<file path="config.mk">
export PLATFORM = sky130hd
export DESIGN_NAME = vsm_decoder
export DESIGN_NICKNAME = d
export VERILOG_FILES = /design/src/rtl/vsm_pkg.sv /design/src/rtl/vsm_decoder.sv
export SDC_FILE = /design/constraint.sdc
export NUM_CORES = 1
export LEC_CHECK = 0
export BUFFER_PORTS_ARGS = -buffer_cell sky130_fd_sc_hd__buf_4
export CORE_MARGIN = 2
export CORE_UTILIZATION = 55
export DETAILED_ROUTE_END_ITERATION = 8
export GPL_ROUTABILITY_DRIVEN = 0
export MAX_ROUTING_LAYER = met4
export PLACE_DENSITY = 0.8
export SLEW_MARGIN = 30
export SYNTH_ARGS = -nofsm -noshare
export SYNTH_HDL_FRONTEND = slang
export SYNTH_SLANG_ARGS = --single-unit
export TNS_END_PERCENT = 100
</file>
<file path="constraint.sdc">
create_clock -name clock -period 6.15 [get_ports clock]
set_input_delay 0 -clock clock [delete_from_list [all_inputs] [get_ports clock]]
set_output_delay 0 -clock clock [all_outputs]
set_load 0.01 [all_outputs]
</file>
<file path="src/rtl/vsm_pkg.sv">
package vsm_pkg;
   // ----------------------------------------
   // widths and encodings
   // ----------------------------------------
   localparam int MV_W   = 11;
   localparam int VID_W  = 6;
   localparam int CNT_W  = 10;
   localparam int ADDR_W = 4;
   localparam int DATA_W = 32;

   localparam logic [MV_W-1:0] VID_TOP_MV  = 11'h6AC;  // 1708 mV at code zero
   localparam logic [MV_W-1:0] VID_STEP_MV = 11'h010;  // 16 mV per code

   // ----------------------------------------
   // timing
   // ----------------------------------------
   localparam int CLK_KHZ         = 125000;
   localparam int CLK_PERIOD_NS   = 8;
   localparam int FREQ_MIN_KHZ    = 250;
   localparam int FREQ_MAX_KHZ    = 1000;
   localparam int START_DELAY_NS  = 10000;
   localparam int PG_MASK_NS      = 10000;
   localparam int PERIOD_MAX_CYC  = CLK_KHZ / FREQ_MIN_KHZ;
   localparam int PERIOD_MIN_CYC  = (CLK_KHZ + FREQ_MAX_KHZ - 1) / FREQ_MAX_KHZ;
   localparam int START_DELAY_CYC = (START_DELAY_NS + CLK_PERIOD_NS - 1) / CLK_PERIOD_NS;
   localparam int PG_MASK_CYC     = (PG_MASK_NS + CLK_PERIOD_NS - 1) / CLK_PERIOD_NS;

   // ----------------------------------------
   // register map
   // ----------------------------------------
   localparam logic [ADDR_W-1:0] REG_PERIOD = 4'h0;
   localparam logic [ADDR_W-1:0] REG_DUTY   = 4'h4;
   localparam logic [ADDR_W-1:0] REG_STATUS = 4'h8;
   localparam logic [CNT_W-1:0]  PERIOD_RST = CNT_W'(PERIOD_MAX_CYC);
   localparam logic [CNT_W-1:0]  DUTY_RST   = 10'h000;

   // ----------------------------------------
   // types
   // ----------------------------------------
   typedef enum logic [1:0] {MODE_ACTIVE, MODE_DEEP, MODE_DEEPER} vsm_mode_t;
   typedef enum logic [1:0] {ST_BOOT, ST_WAIT_PG, ST_DELAY, ST_RUN} vsm_start_t;

   typedef struct packed {
      logic              deepSleepEnable_n;
      logic              deeperSleepEnable;
      logic              channelCountSelect;
      logic [VID_W-1:0]  voltageId;
      logic              powerGood;
      logic              outOfRange;
   } vsm_pins_t;

   typedef struct packed {
      logic [MV_W-1:0] bootSetpoint;
      logic [MV_W-1:0] deepSleepSetpoint;
      logic [MV_W-1:0] deeperSleepSetpoint;
      logic [MV_W-1:0] droop;
   } vsm_levels_t;

   typedef struct packed {
      logic [ADDR_W-1:0] addr;
      logic [DATA_W-1:0] wdata;
      logic              wr;
      logic              rd;
   } vsm_bus_t;
endpackage
</file>
<file path="src/rtl/vsm_decoder.sv">
// Contract
// - in two-channel operation phase PWMs run half a period apart
// - channel select high runs both channels, low runs only channel one
// - switching period is held inside the 250 kHz to 1 MHz range
// - six-bit code decodes to 1708 mV minus 16 mV per step
// - power-good fault pulldown is masked while the code changes
// - sleep inputs are read only after start-up; high/low gives Active
// - Active follows the code and regulates to it minus droop
// - both enables low gives Deep Sleep at the deep-sleep setpoint
// - Deep Sleep turns on diode emulation
// - deeper enable high, deep enable low gives Deeper Sleep setpoint
// - deeper enable high always selects Deeper Sleep
// - start-up regulates to boot setpoint until power-good goes high
// - fixed delay after power-good before moving to the code voltage
//
// The register addresses and the plain strobed port were chosen for this implementation.
module vsm_decoder
   import vsm_pkg::*;
#(
   parameter int START_DELAY = START_DELAY_CYC,
   parameter int PG_MASK     = PG_MASK_CYC
) (
   // clock and reset
   input  wire logic                  clock,
   input  wire logic                  arst_n,
   // asynchronous control pins
   input  wire vsm_pkg::vsm_pins_t    pins,
   // setpoint words, same clock
   input  wire vsm_pkg::vsm_levels_t  levels,
   // register port
   input  wire vsm_pkg::vsm_bus_t     bus,
   output logic [vsm_pkg::DATA_W-1:0] rdata,
   // power stage
   output logic                       pwmPhase1,
   output logic                       pwmPhase2,
   output logic                       diodeEmulation,
   output logic [vsm_pkg::MV_W-1:0]   dacCommandVoltage,
   output logic [vsm_pkg::MV_W-1:0]   regulationTarget,
   output vsm_pkg::vsm_mode_t         mode,
   // power-good pin, open drain
   output logic                       powerGoodOut,
   output logic                       powerGoodOe_n
);
   import vsm_pkg::*;

   typedef struct packed {
      vsm_pins_t         sync1;
      vsm_pins_t         sync2;
      logic [VID_W-1:0]  lastVid;
      vsm_start_t        start;
      logic [11:0]       delayCnt;
      logic [11:0]       maskCnt;
      logic [CNT_W-1:0]  period;
      logic [CNT_W-1:0]  duty;
      logic [CNT_W-1:0]  cnt;
      logic [CNT_W-1:0]  cnt2;
      logic              pwm1;
      logic              pwm2;
      logic              diode;
      vsm_mode_t         mode;
      logic [MV_W-1:0]   dac;
      logic [MV_W-1:0]   target;
      logic              pgOe_n;
      logic [DATA_W-1:0] rdata;
   } vsm_state_t;

   vsm_state_t state;
   vsm_state_t next_state;

   function automatic logic [MV_W-1:0] vidToMv(input logic [VID_W-1:0] code);
      vidToMv = VID_TOP_MV - MV_W'(code) * VID_STEP_MV;
   endfunction

   function automatic logic [MV_W-1:0] lessDroop(input logic [MV_W-1:0] sp,
                                                  input logic [MV_W-1:0] dr);
      lessDroop = (sp > dr) ? sp - dr : '0;
   endfunction

   function automatic logic [CNT_W-1:0] clampPeriod(input logic [CNT_W-1:0] p);
      if (p < CNT_W'(PERIOD_MIN_CYC))
         clampPeriod = CNT_W'(PERIOD_MIN_CYC);
      else if (p > CNT_W'(PERIOD_MAX_CYC))
         clampPeriod = CNT_W'(PERIOD_MAX_CYC);
      else
         clampPeriod = p;
   endfunction

   // wraps at once when a write has shrunk the period below the count
   function automatic logic [CNT_W-1:0] wrapInc(input logic [CNT_W-1:0] c,
                                                input logic [CNT_W-1:0] p);
      wrapInc = (c >= p - 10'h001) ? '0 : c + 10'h001;
   endfunction

   logic twoCh;
   logic running;
   logic [MV_W-1:0] setpoint;
   assign twoCh   = state.sync2.channelCountSelect;
   assign running = (state.start == ST_RUN);

   // ----------------------------------------
   // next state
   // ----------------------------------------
   always_comb begin
      next_state = state;
      // second stage only ever reads the first
      next_state.sync1 = pins;
      next_state.sync2 = state.sync1;
      next_state.lastVid = state.sync2.voltageId;
      next_state.dac = vidToMv(state.sync2.voltageId);

      // start-up sequencing
      unique case (state.start)
         ST_BOOT: begin
            next_state.start = ST_WAIT_PG;
         end
         ST_WAIT_PG: begin
            if (state.sync2.powerGood) begin
               next_state.start    = ST_DELAY;
               next_state.delayCnt = 12'(START_DELAY - 1);
            end
         end
         ST_DELAY: begin
            if (state.delayCnt == '0)
               next_state.start = ST_RUN;
            else
               next_state.delayCnt = state.delayCnt - 12'h001;
         end
         ST_RUN: begin
            next_state.start = ST_RUN;
         end
      endcase

      // mode decode, deeper enable dominates
      if (running) begin
         if (state.sync2.deeperSleepEnable)
            next_state.mode = MODE_DEEPER;
         else if (!state.sync2.deepSleepEnable_n)
            next_state.mode = MODE_DEEP;
         else
            next_state.mode = MODE_ACTIVE;
      end
      next_state.diode = running && (next_state.mode == MODE_DEEP);

      if (!running)
         setpoint = levels.bootSetpoint;
      else begin
         unique case (next_state.mode)
            MODE_ACTIVE: setpoint = state.dac;
            MODE_DEEP:   setpoint = levels.deepSleepSetpoint;
            default:     setpoint = levels.deeperSleepSetpoint;
         endcase
      end
      next_state.target = lessDroop(setpoint, levels.droop);

      // mask window restarts on every code change
      if (state.lastVid != state.sync2.voltageId)
         next_state.maskCnt = 12'(PG_MASK);
      else if (state.maskCnt != '0)
         next_state.maskCnt = state.maskCnt - 12'h001;
      // the pin is an input until start-up is over
      next_state.pgOe_n = !(running && state.sync2.outOfRange && next_state.maskCnt == '0 &&
                            state.maskCnt == '0);

      // interleaved phase counters
      next_state.cnt  = wrapInc(state.cnt, state.period);
      next_state.cnt2 = wrapInc(state.cnt2, state.period);
      // reload on every wrap, one forced by a shortened period too
      if (next_state.cnt == '0)
         next_state.cnt2 = state.period >> 1;
      next_state.pwm1 = running && (next_state.cnt < state.duty);
      next_state.pwm2 = running && twoCh && (next_state.cnt2 < state.duty);

      // register port
      next_state.rdata = '0;
      if (bus.wr) begin
         if (bus.addr == REG_PERIOD)
            next_state.period = clampPeriod(bus.wdata[CNT_W-1:0]);
         if (bus.addr == REG_DUTY)
            next_state.duty = bus.wdata[CNT_W-1:0];
      end
      if (bus.rd) begin
         unique case (bus.addr)
            REG_PERIOD: next_state.rdata = DATA_W'(state.period);
            REG_DUTY:   next_state.rdata = DATA_W'(state.duty);
            REG_STATUS: next_state.rdata = DATA_W'({state.dac, state.maskCnt != '0,
                                                    state.pgOe_n, twoCh, state.diode,
                                                    state.mode, state.start});
            default:    next_state.rdata = '0;
         endcase
      end
   end

   // ----------------------------------------
   // state register
   // ----------------------------------------
   always_ff @(posedge clock or negedge arst_n) begin
      if (!arst_n) begin
         state        <= '0;
         state.start  <= ST_BOOT;
         state.mode   <= MODE_ACTIVE;
         state.period <= PERIOD_RST;
         state.duty   <= DUTY_RST;
         state.pgOe_n <= 1'b1;
      end else begin
         state <= next_state;
      end
   end

   assign rdata             = state.rdata;
   assign pwmPhase1         = state.pwm1;
   assign pwmPhase2         = state.pwm2;
   assign diodeEmulation    = state.diode;
   assign dacCommandVoltage = state.dac;
   assign regulationTarget  = state.target;
   assign mode              = state.mode;
   assign powerGoodOut      = 1'b0;
   assign powerGoodOe_n     = state.pgOe_n;

   // ----------------------------------------
   // checks
   // ----------------------------------------
   property p_interleave;
      @(posedge clock) disable iff (!arst_n)
      // the reload used the period from before the wrap edge
      (state.cnt == '0) && $past(state.cnt) != '0 |-> state.cnt2 == ($past(state.period) >> 1);
   endproperty
   a_interleave: assert property (p_interleave) else $error("phases not half apart");

   property p_single;
      @(posedge clock) disable iff (!arst_n)
      !twoCh |=> !pwmPhase2;
   endproperty
   a_single: assert property (p_single) else $error("phase two runs in single mode");

   property p_range;
      @(posedge clock) disable iff (!arst_n)
      state.period >= CNT_W'(PERIOD_MIN_CYC) && state.period <= CNT_W'(PERIOD_MAX_CYC);
   endproperty
   a_range: assert property (p_range) else $error("period out of range");

   property p_vid;
      @(posedge clock) disable iff (!arst_n)
      // sampled reset keeps the release edge, with its reset values, out
      arst_n && $stable(state.sync2.voltageId) |=> dacCommandVoltage ==
         VID_TOP_MV - MV_W'($past(state.sync2.voltageId)) * VID_STEP_MV;
   endproperty
   a_vid: assert property (p_vid) else $error("wrong command voltage");

   property p_mask;
      @(posedge clock) disable iff (!arst_n)
      running && $changed(state.sync2.voltageId) |=> powerGoodOe_n [*8];
   endproperty
   a_mask: assert property (p_mask) else $error("power-good pulled during code change");

   property p_notyet;
      @(posedge clock) disable iff (!arst_n)
      !running |=> mode == $past(mode) && !diodeEmulation;
   endproperty
   a_notyet: assert property (p_notyet) else $error("mode moved before start-up");

   property p_active;
      @(posedge clock) disable iff (!arst_n)
      running && $past(running) && state.sync2.deepSleepEnable_n &&
         !state.sync2.deeperSleepEnable |=> mode == MODE_ACTIVE;
   endproperty
   a_active: assert property (p_active) else $error("active mode not taken");

   property p_deep;
      @(posedge clock) disable iff (!arst_n)
      mode == MODE_DEEP && running |-> diodeEmulation;
   endproperty
   a_deep: assert property (p_deep) else $error("no diode emulation in deep sleep");

   property p_deeper;
      @(posedge clock) disable iff (!arst_n)
      running && state.sync2.deeperSleepEnable |=> mode == MODE_DEEPER && !diodeEmulation;
   endproperty
   a_deeper: assert property (p_deeper) else $error("deeper sleep not taken");

   property p_boot;
      @(posedge clock) disable iff (!arst_n)
      // same guard against the release edge
      arst_n && !running && !$past(running) |=> regulationTarget ==
         lessDroop($past(levels.bootSetpoint), $past(levels.droop));
   endproperty
   a_boot: assert property (p_boot) else $error("boot setpoint not used");

   property p_delay;
      @(posedge clock) disable iff (!arst_n)
      state.start == ST_WAIT_PG && state.sync2.powerGood |=> (state.start == ST_DELAY) [*8];
   endproperty
   a_delay: assert property (p_delay) else $error("no delay after power-good");

   c_deep:   cover property (@(posedge clock) disable iff (!arst_n) mode == MODE_DEEP);
   c_deeper: cover property (@(posedge clock) disable iff (!arst_n)
                             $past(mode) == MODE_DEEP && mode == MODE_DEEPER);
   c_two:    cover property (@(posedge clock) disable iff (!arst_n) pwmPhase1 && !pwmPhase2);
   c_fault:  cover property (@(posedge clock) disable iff (!arst_n) !powerGoodOe_n);
   c_single: cover property (@(posedge clock) disable iff (!arst_n) running && !twoCh && pwmPhase1);
endmodule // vsm_decoder

</file>
# Yosys cells after proc, flatten, opt, wreduce, memory -nomap -nowiden

Cells that the tools add are included.

Word-level logic and storage cells: 93
Bits in registers: 154
Output and inout bits: 61
Input bits: 95

$lt $le $gt $ge: 7
Equality and inequality tests: 10
Mux-type cells: 20
Reductions and logical operators: 21
Add/subtract/negate cells: 7

Operators by type and width:

| operator                 | number |
|---|---|
| $pmux W19 S3             | 1 |
| $mux W10                 | 5 |
| $logic_not A12 Y1        | 3 |
| $mux W12                 | 3 |
| $pmux W12 S2             | 1 |
| $sub A12 B1 Y12 const B  | 2 |
| $mux W11                 | 2 |
| $pmux W11 S2             | 1 |
| $add A10 B1 Y10 const B  | 2 |
| $ge A10 B10 Y1           | 2 |
| $lt A10 B10 Y1           | 2 |
| $mux W19                 | 1 |
| $mux W14                 | 1 |
| $reduce_bool A12 Y1      | 1 |
| $gt A11 B11 Y1           | 1 |
| $sub A11 B10 Y11 const A | 1 |
| $sub A11 B11 Y11         | 1 |
| $gt A10 B9 Y1 const B    | 1 |
| $logic_not A10 Y1        | 1 |
| $lt A10 B7 Y1 const B    | 1 |
| $sub A10 B1 Y10 const B  | 1 |
| $pmux W2 S4              | 1 |
| $logic_and A1 B1 Y1      | 7 |
| $mux W2                  | 3 |
| 13 further kinds         | 20 |

# Longest topological paths before layout

Depth after elaboration: 8
Gate-level depth with buffers: 23
Mapped depth without buffers: 22

# Least setup slack after synthesis

Ideal clock, no wire load.

Path type: register -> register
Start point: reg state[124] in the netlist's numbering
End point: reg state, in the netlist regulationTarget[2]
Cell stages (with the launch flop): 20
Buffers on the path: 2
Data required time: 6,014 ps
Setup time: 136 ps
Setup slack: 1,850 ps
Period minus slack after synthesis: 4,300 ps
Arrival: 4,164 ps
Cell sequence: dfrtp_1 and2_1 clkdlybuf4s50_1 nand2_1 inv_1 a21oi_1 clkinv_1 a32oi_1 o21ai_0 ha_1 nor2b_1 o21ai_0 a21oi_1 o21ai_0 a21oi_1 o21ai_0 a21oi_1 o31ai_1 clkbuf_1 nor3_1

RTL lines:

| item                     | RTL line           | RTL |
|---|---|---|
| start: declaration       | vsm_decoder.sv:67  | `vsm_state_t state;` |
| start signal: assignment | vsm_decoder.sv:205 | `state <= next_state;` |

==> flow_summary.ini <==
[die]
start_util_pct = 56.52
rows = 42
dieHeight_um = 120.7
die-area_mm2 = 0.01456
coreArea_mm2 = 0.01324
die_width_um = 120.7
io_pins = 156

[final_layout]
nNetsFinal = 1015
layout_common_cells = dfrtp_1, buf_4, nand2_1, nor2_1, ha_1
layout_commonest_cell = dfrtp_1
n_antenna_cell = 0
area_delta_synth_final_pct = 21.03
fin_area_mm2 = 0.009059
drive_gt1_share_pct = 20.98

[synthesis]
syn_area_per_cell_um2 = 9.822
synthSimpleGateAreaFrac_pct = 16.88
synth_edf_count = 0
ys_seq_area_share_pct = 45.59
ys_seq_elements = 136
synth_adder_area_share_pct = 9.027
synth-async-reset-ratio_pct = 100.0
yosys_warnings = 0
synth_ff_type = dfrtp_1
synth_top_family_by_area = simple AND/OR/NAND/NOR gates
synth_compound_gate_area_share_pct = 11.15
syn_area_mm2 = 0.007485
synthesis.instances = 762
synthMuxAreaShare_pct = 1.755
synth.distinct_cells = 66
synth_xor_area_share_pct = 6.319

[worst_hold_path]
worstHoldPathType = in2reg

[timing]
finClkSkew_ns = 0.006687
worst_slew_pin_slew_ns = 0.9146
setup_viol_count_final = 0
fmax_mhz = 202.4
hold_violations = 0
slew_headroom_pct = 38.17
min_period_ns = 4.941
worst_slack_ns = 1.209
final.period_utilization_pct = 80.34
rsz0062_at_grt = no
tns_ns = 0
slew_violations = 0

[worst_setup_path]
critical_path_class = reg2reg
worstPathMaxFanout = 10
cp.arrival_ns = 5.28
end_kind = register
critPathLaunchType = register
crit_required_ns = 6.49

[clocking]
root_buffer = clkbuf_16
cts_resized = 0
numCtsBuffers = 17
cts_tree = done
path_clk_slew_ns = 0.06
cts.path.max_buffers = 2
clock_sinks = 136
ctsHoldBuffers = 25
htree_levels = 4
clk_latency_ns = 0.42
postCtsSetupRepairBufs = 0

[pwr]
power_mw = 3.366
p_per_area_mw_per_mm2 = 371.5
vdd_drop_max_uv = 223.6
leakage_nw = 4.330

[global_route]
grt-ovfl-total = 0
grt_max_degree = 76
antenna_found_initial = 0
grt_pass1_vias = 5747
grt_pass1_wl_um = 28340
grt.total_usage_pct = 25.97

[routing]
wl_per_cell_um = 16.60
ant_nets = 0
vias = 5809
vias_per_cell = 5.491
routed_wl_um = 17560
remaining_drc_errors = 0
drt_iter0_drc = 534
firstDrtPassIters = 5

[place]
placed_area_mm2 = 0.008200
pre_cts_ws_ns = 1.285
io_buffers = 117
dp_hpwl_um = 12720

[flow_run]
maxCapViolCount = 0

[status]
status = finished, final reports clean
## layout make-up
cell class | instances | area (um^2)
multi-input cells | 519 | 3461
flip-flops and latches | 136 | 3412
repair buffers | 149 | 1189
well taps | 176 | 220.2
inverters | 46 | 172.7
clock buffers | 17 | 425.4
fillers | 995 | 4184
clock inverters | 15 | 178.9
## critical path: stages (launching register included)
cell      delay [ns]
dfrtp_1         0.45
inv_1           0.13
ha_1            0.27
nand2_1         0.09
xor2_1          0.23
ha_1            0.32
a21oi_1         0.12
and3_1          0.15
o21ai_0         0.11
maj3_1          0.38
maj3_1          0.38
o31ai_1         0.19
nand4_1         0.39
o21ai_0         0.38
ha_1            0.30
a21oi_1         0.13
nor2b_1         0.07
o21ai_0         0.15
nand4b_1        0.12
nor2_1          0.21
nand3b_1        0.10
o21ai_0         0.17
## worst paths after layout
path / depth (start not counted) / endpoint / slack (ns) / startpoint
max: 21 / pwmPhase2 / 1.21 / state[90]
max in group asynchronous: 3 / rdata[16] / 5.02 / arst_n
max reg2reg: 21 / pwmPhase2 / 1.21 / state[90]
min reg2reg: 0 / next_state[127] / 0.35 / next_state[135]
min in group asynchronous: 2 / rdata[6] / 0.12 / arst_n
min: 5 / regulationTarget[5] / 0.1 / levels[5]
## report_power, final
group          internal (mW)  switching [mW]
Sequential              1.06           0.170
Combinational          0.509           0.596
Clock                  0.582           0.444
## sequential cells by signal (all words and copies together) (netlist names), 2 cells and up
signal and count:
regulationTarget 11, dacCommandVoltage 7, rdata 18, next_state 17, state 76, mode 2
## per-stage QoR
step / std cells / hold WS, ns / utilization (%)
2_1_floorplan: 777 / -0.2956 / -
3_3_place_gp: 1001 / 0.01946 / 61.92
3_5_place_dp: 1001 / 0.02033 / 61.92
4_1_cts: 1058 / 0.08046 / 68.38
5_1_grt: 1058 / 0.1263 / 68.41
6_report: 1058 / 0.09501 / 68.41
## cells in the mapped netlist (all sizes together), types with 9 or more instances
library cell    n  area share, %
nor3           20            1.4
nand3          14            1.0
ha             50            8.4
mux2            9            1.4
o21ai          41            2.7
nor2           68            3.4
xnor2          24            2.8
and3           17            1.4
nand2          69            3.6
buf            59            5.9
nor2b           9           0.75
a21o           12            1.2
inv            45            2.3
clkbuf         16           0.80
nand4          11           0.92
nor4           10            1.1
dfrtp         129             43
a21oi          31            2.1
xor2           30            3.5
## cells by family after synthesis
family	Yosys count
AOI/OAI and AO/OA	131
adders and majority gates	54
DFF	136
and+or+nand+nor	251
other	2
buffers and inverters	122
xor gates and xnor gates	54
muxes	12
## metal layers
metal | vias to the layer above | track usage, % | part of all wire [%]
met1 | 2794 | 33.85 | 42
met4 | 0 | 8.503 | 1.6
met5 | - | - | 0
met3 | 22 | 5.896 | 6.5
met2 | 195 | 40.57 | 50
li1 | 2798 | - | -
(Power assumes the default switching activity.)
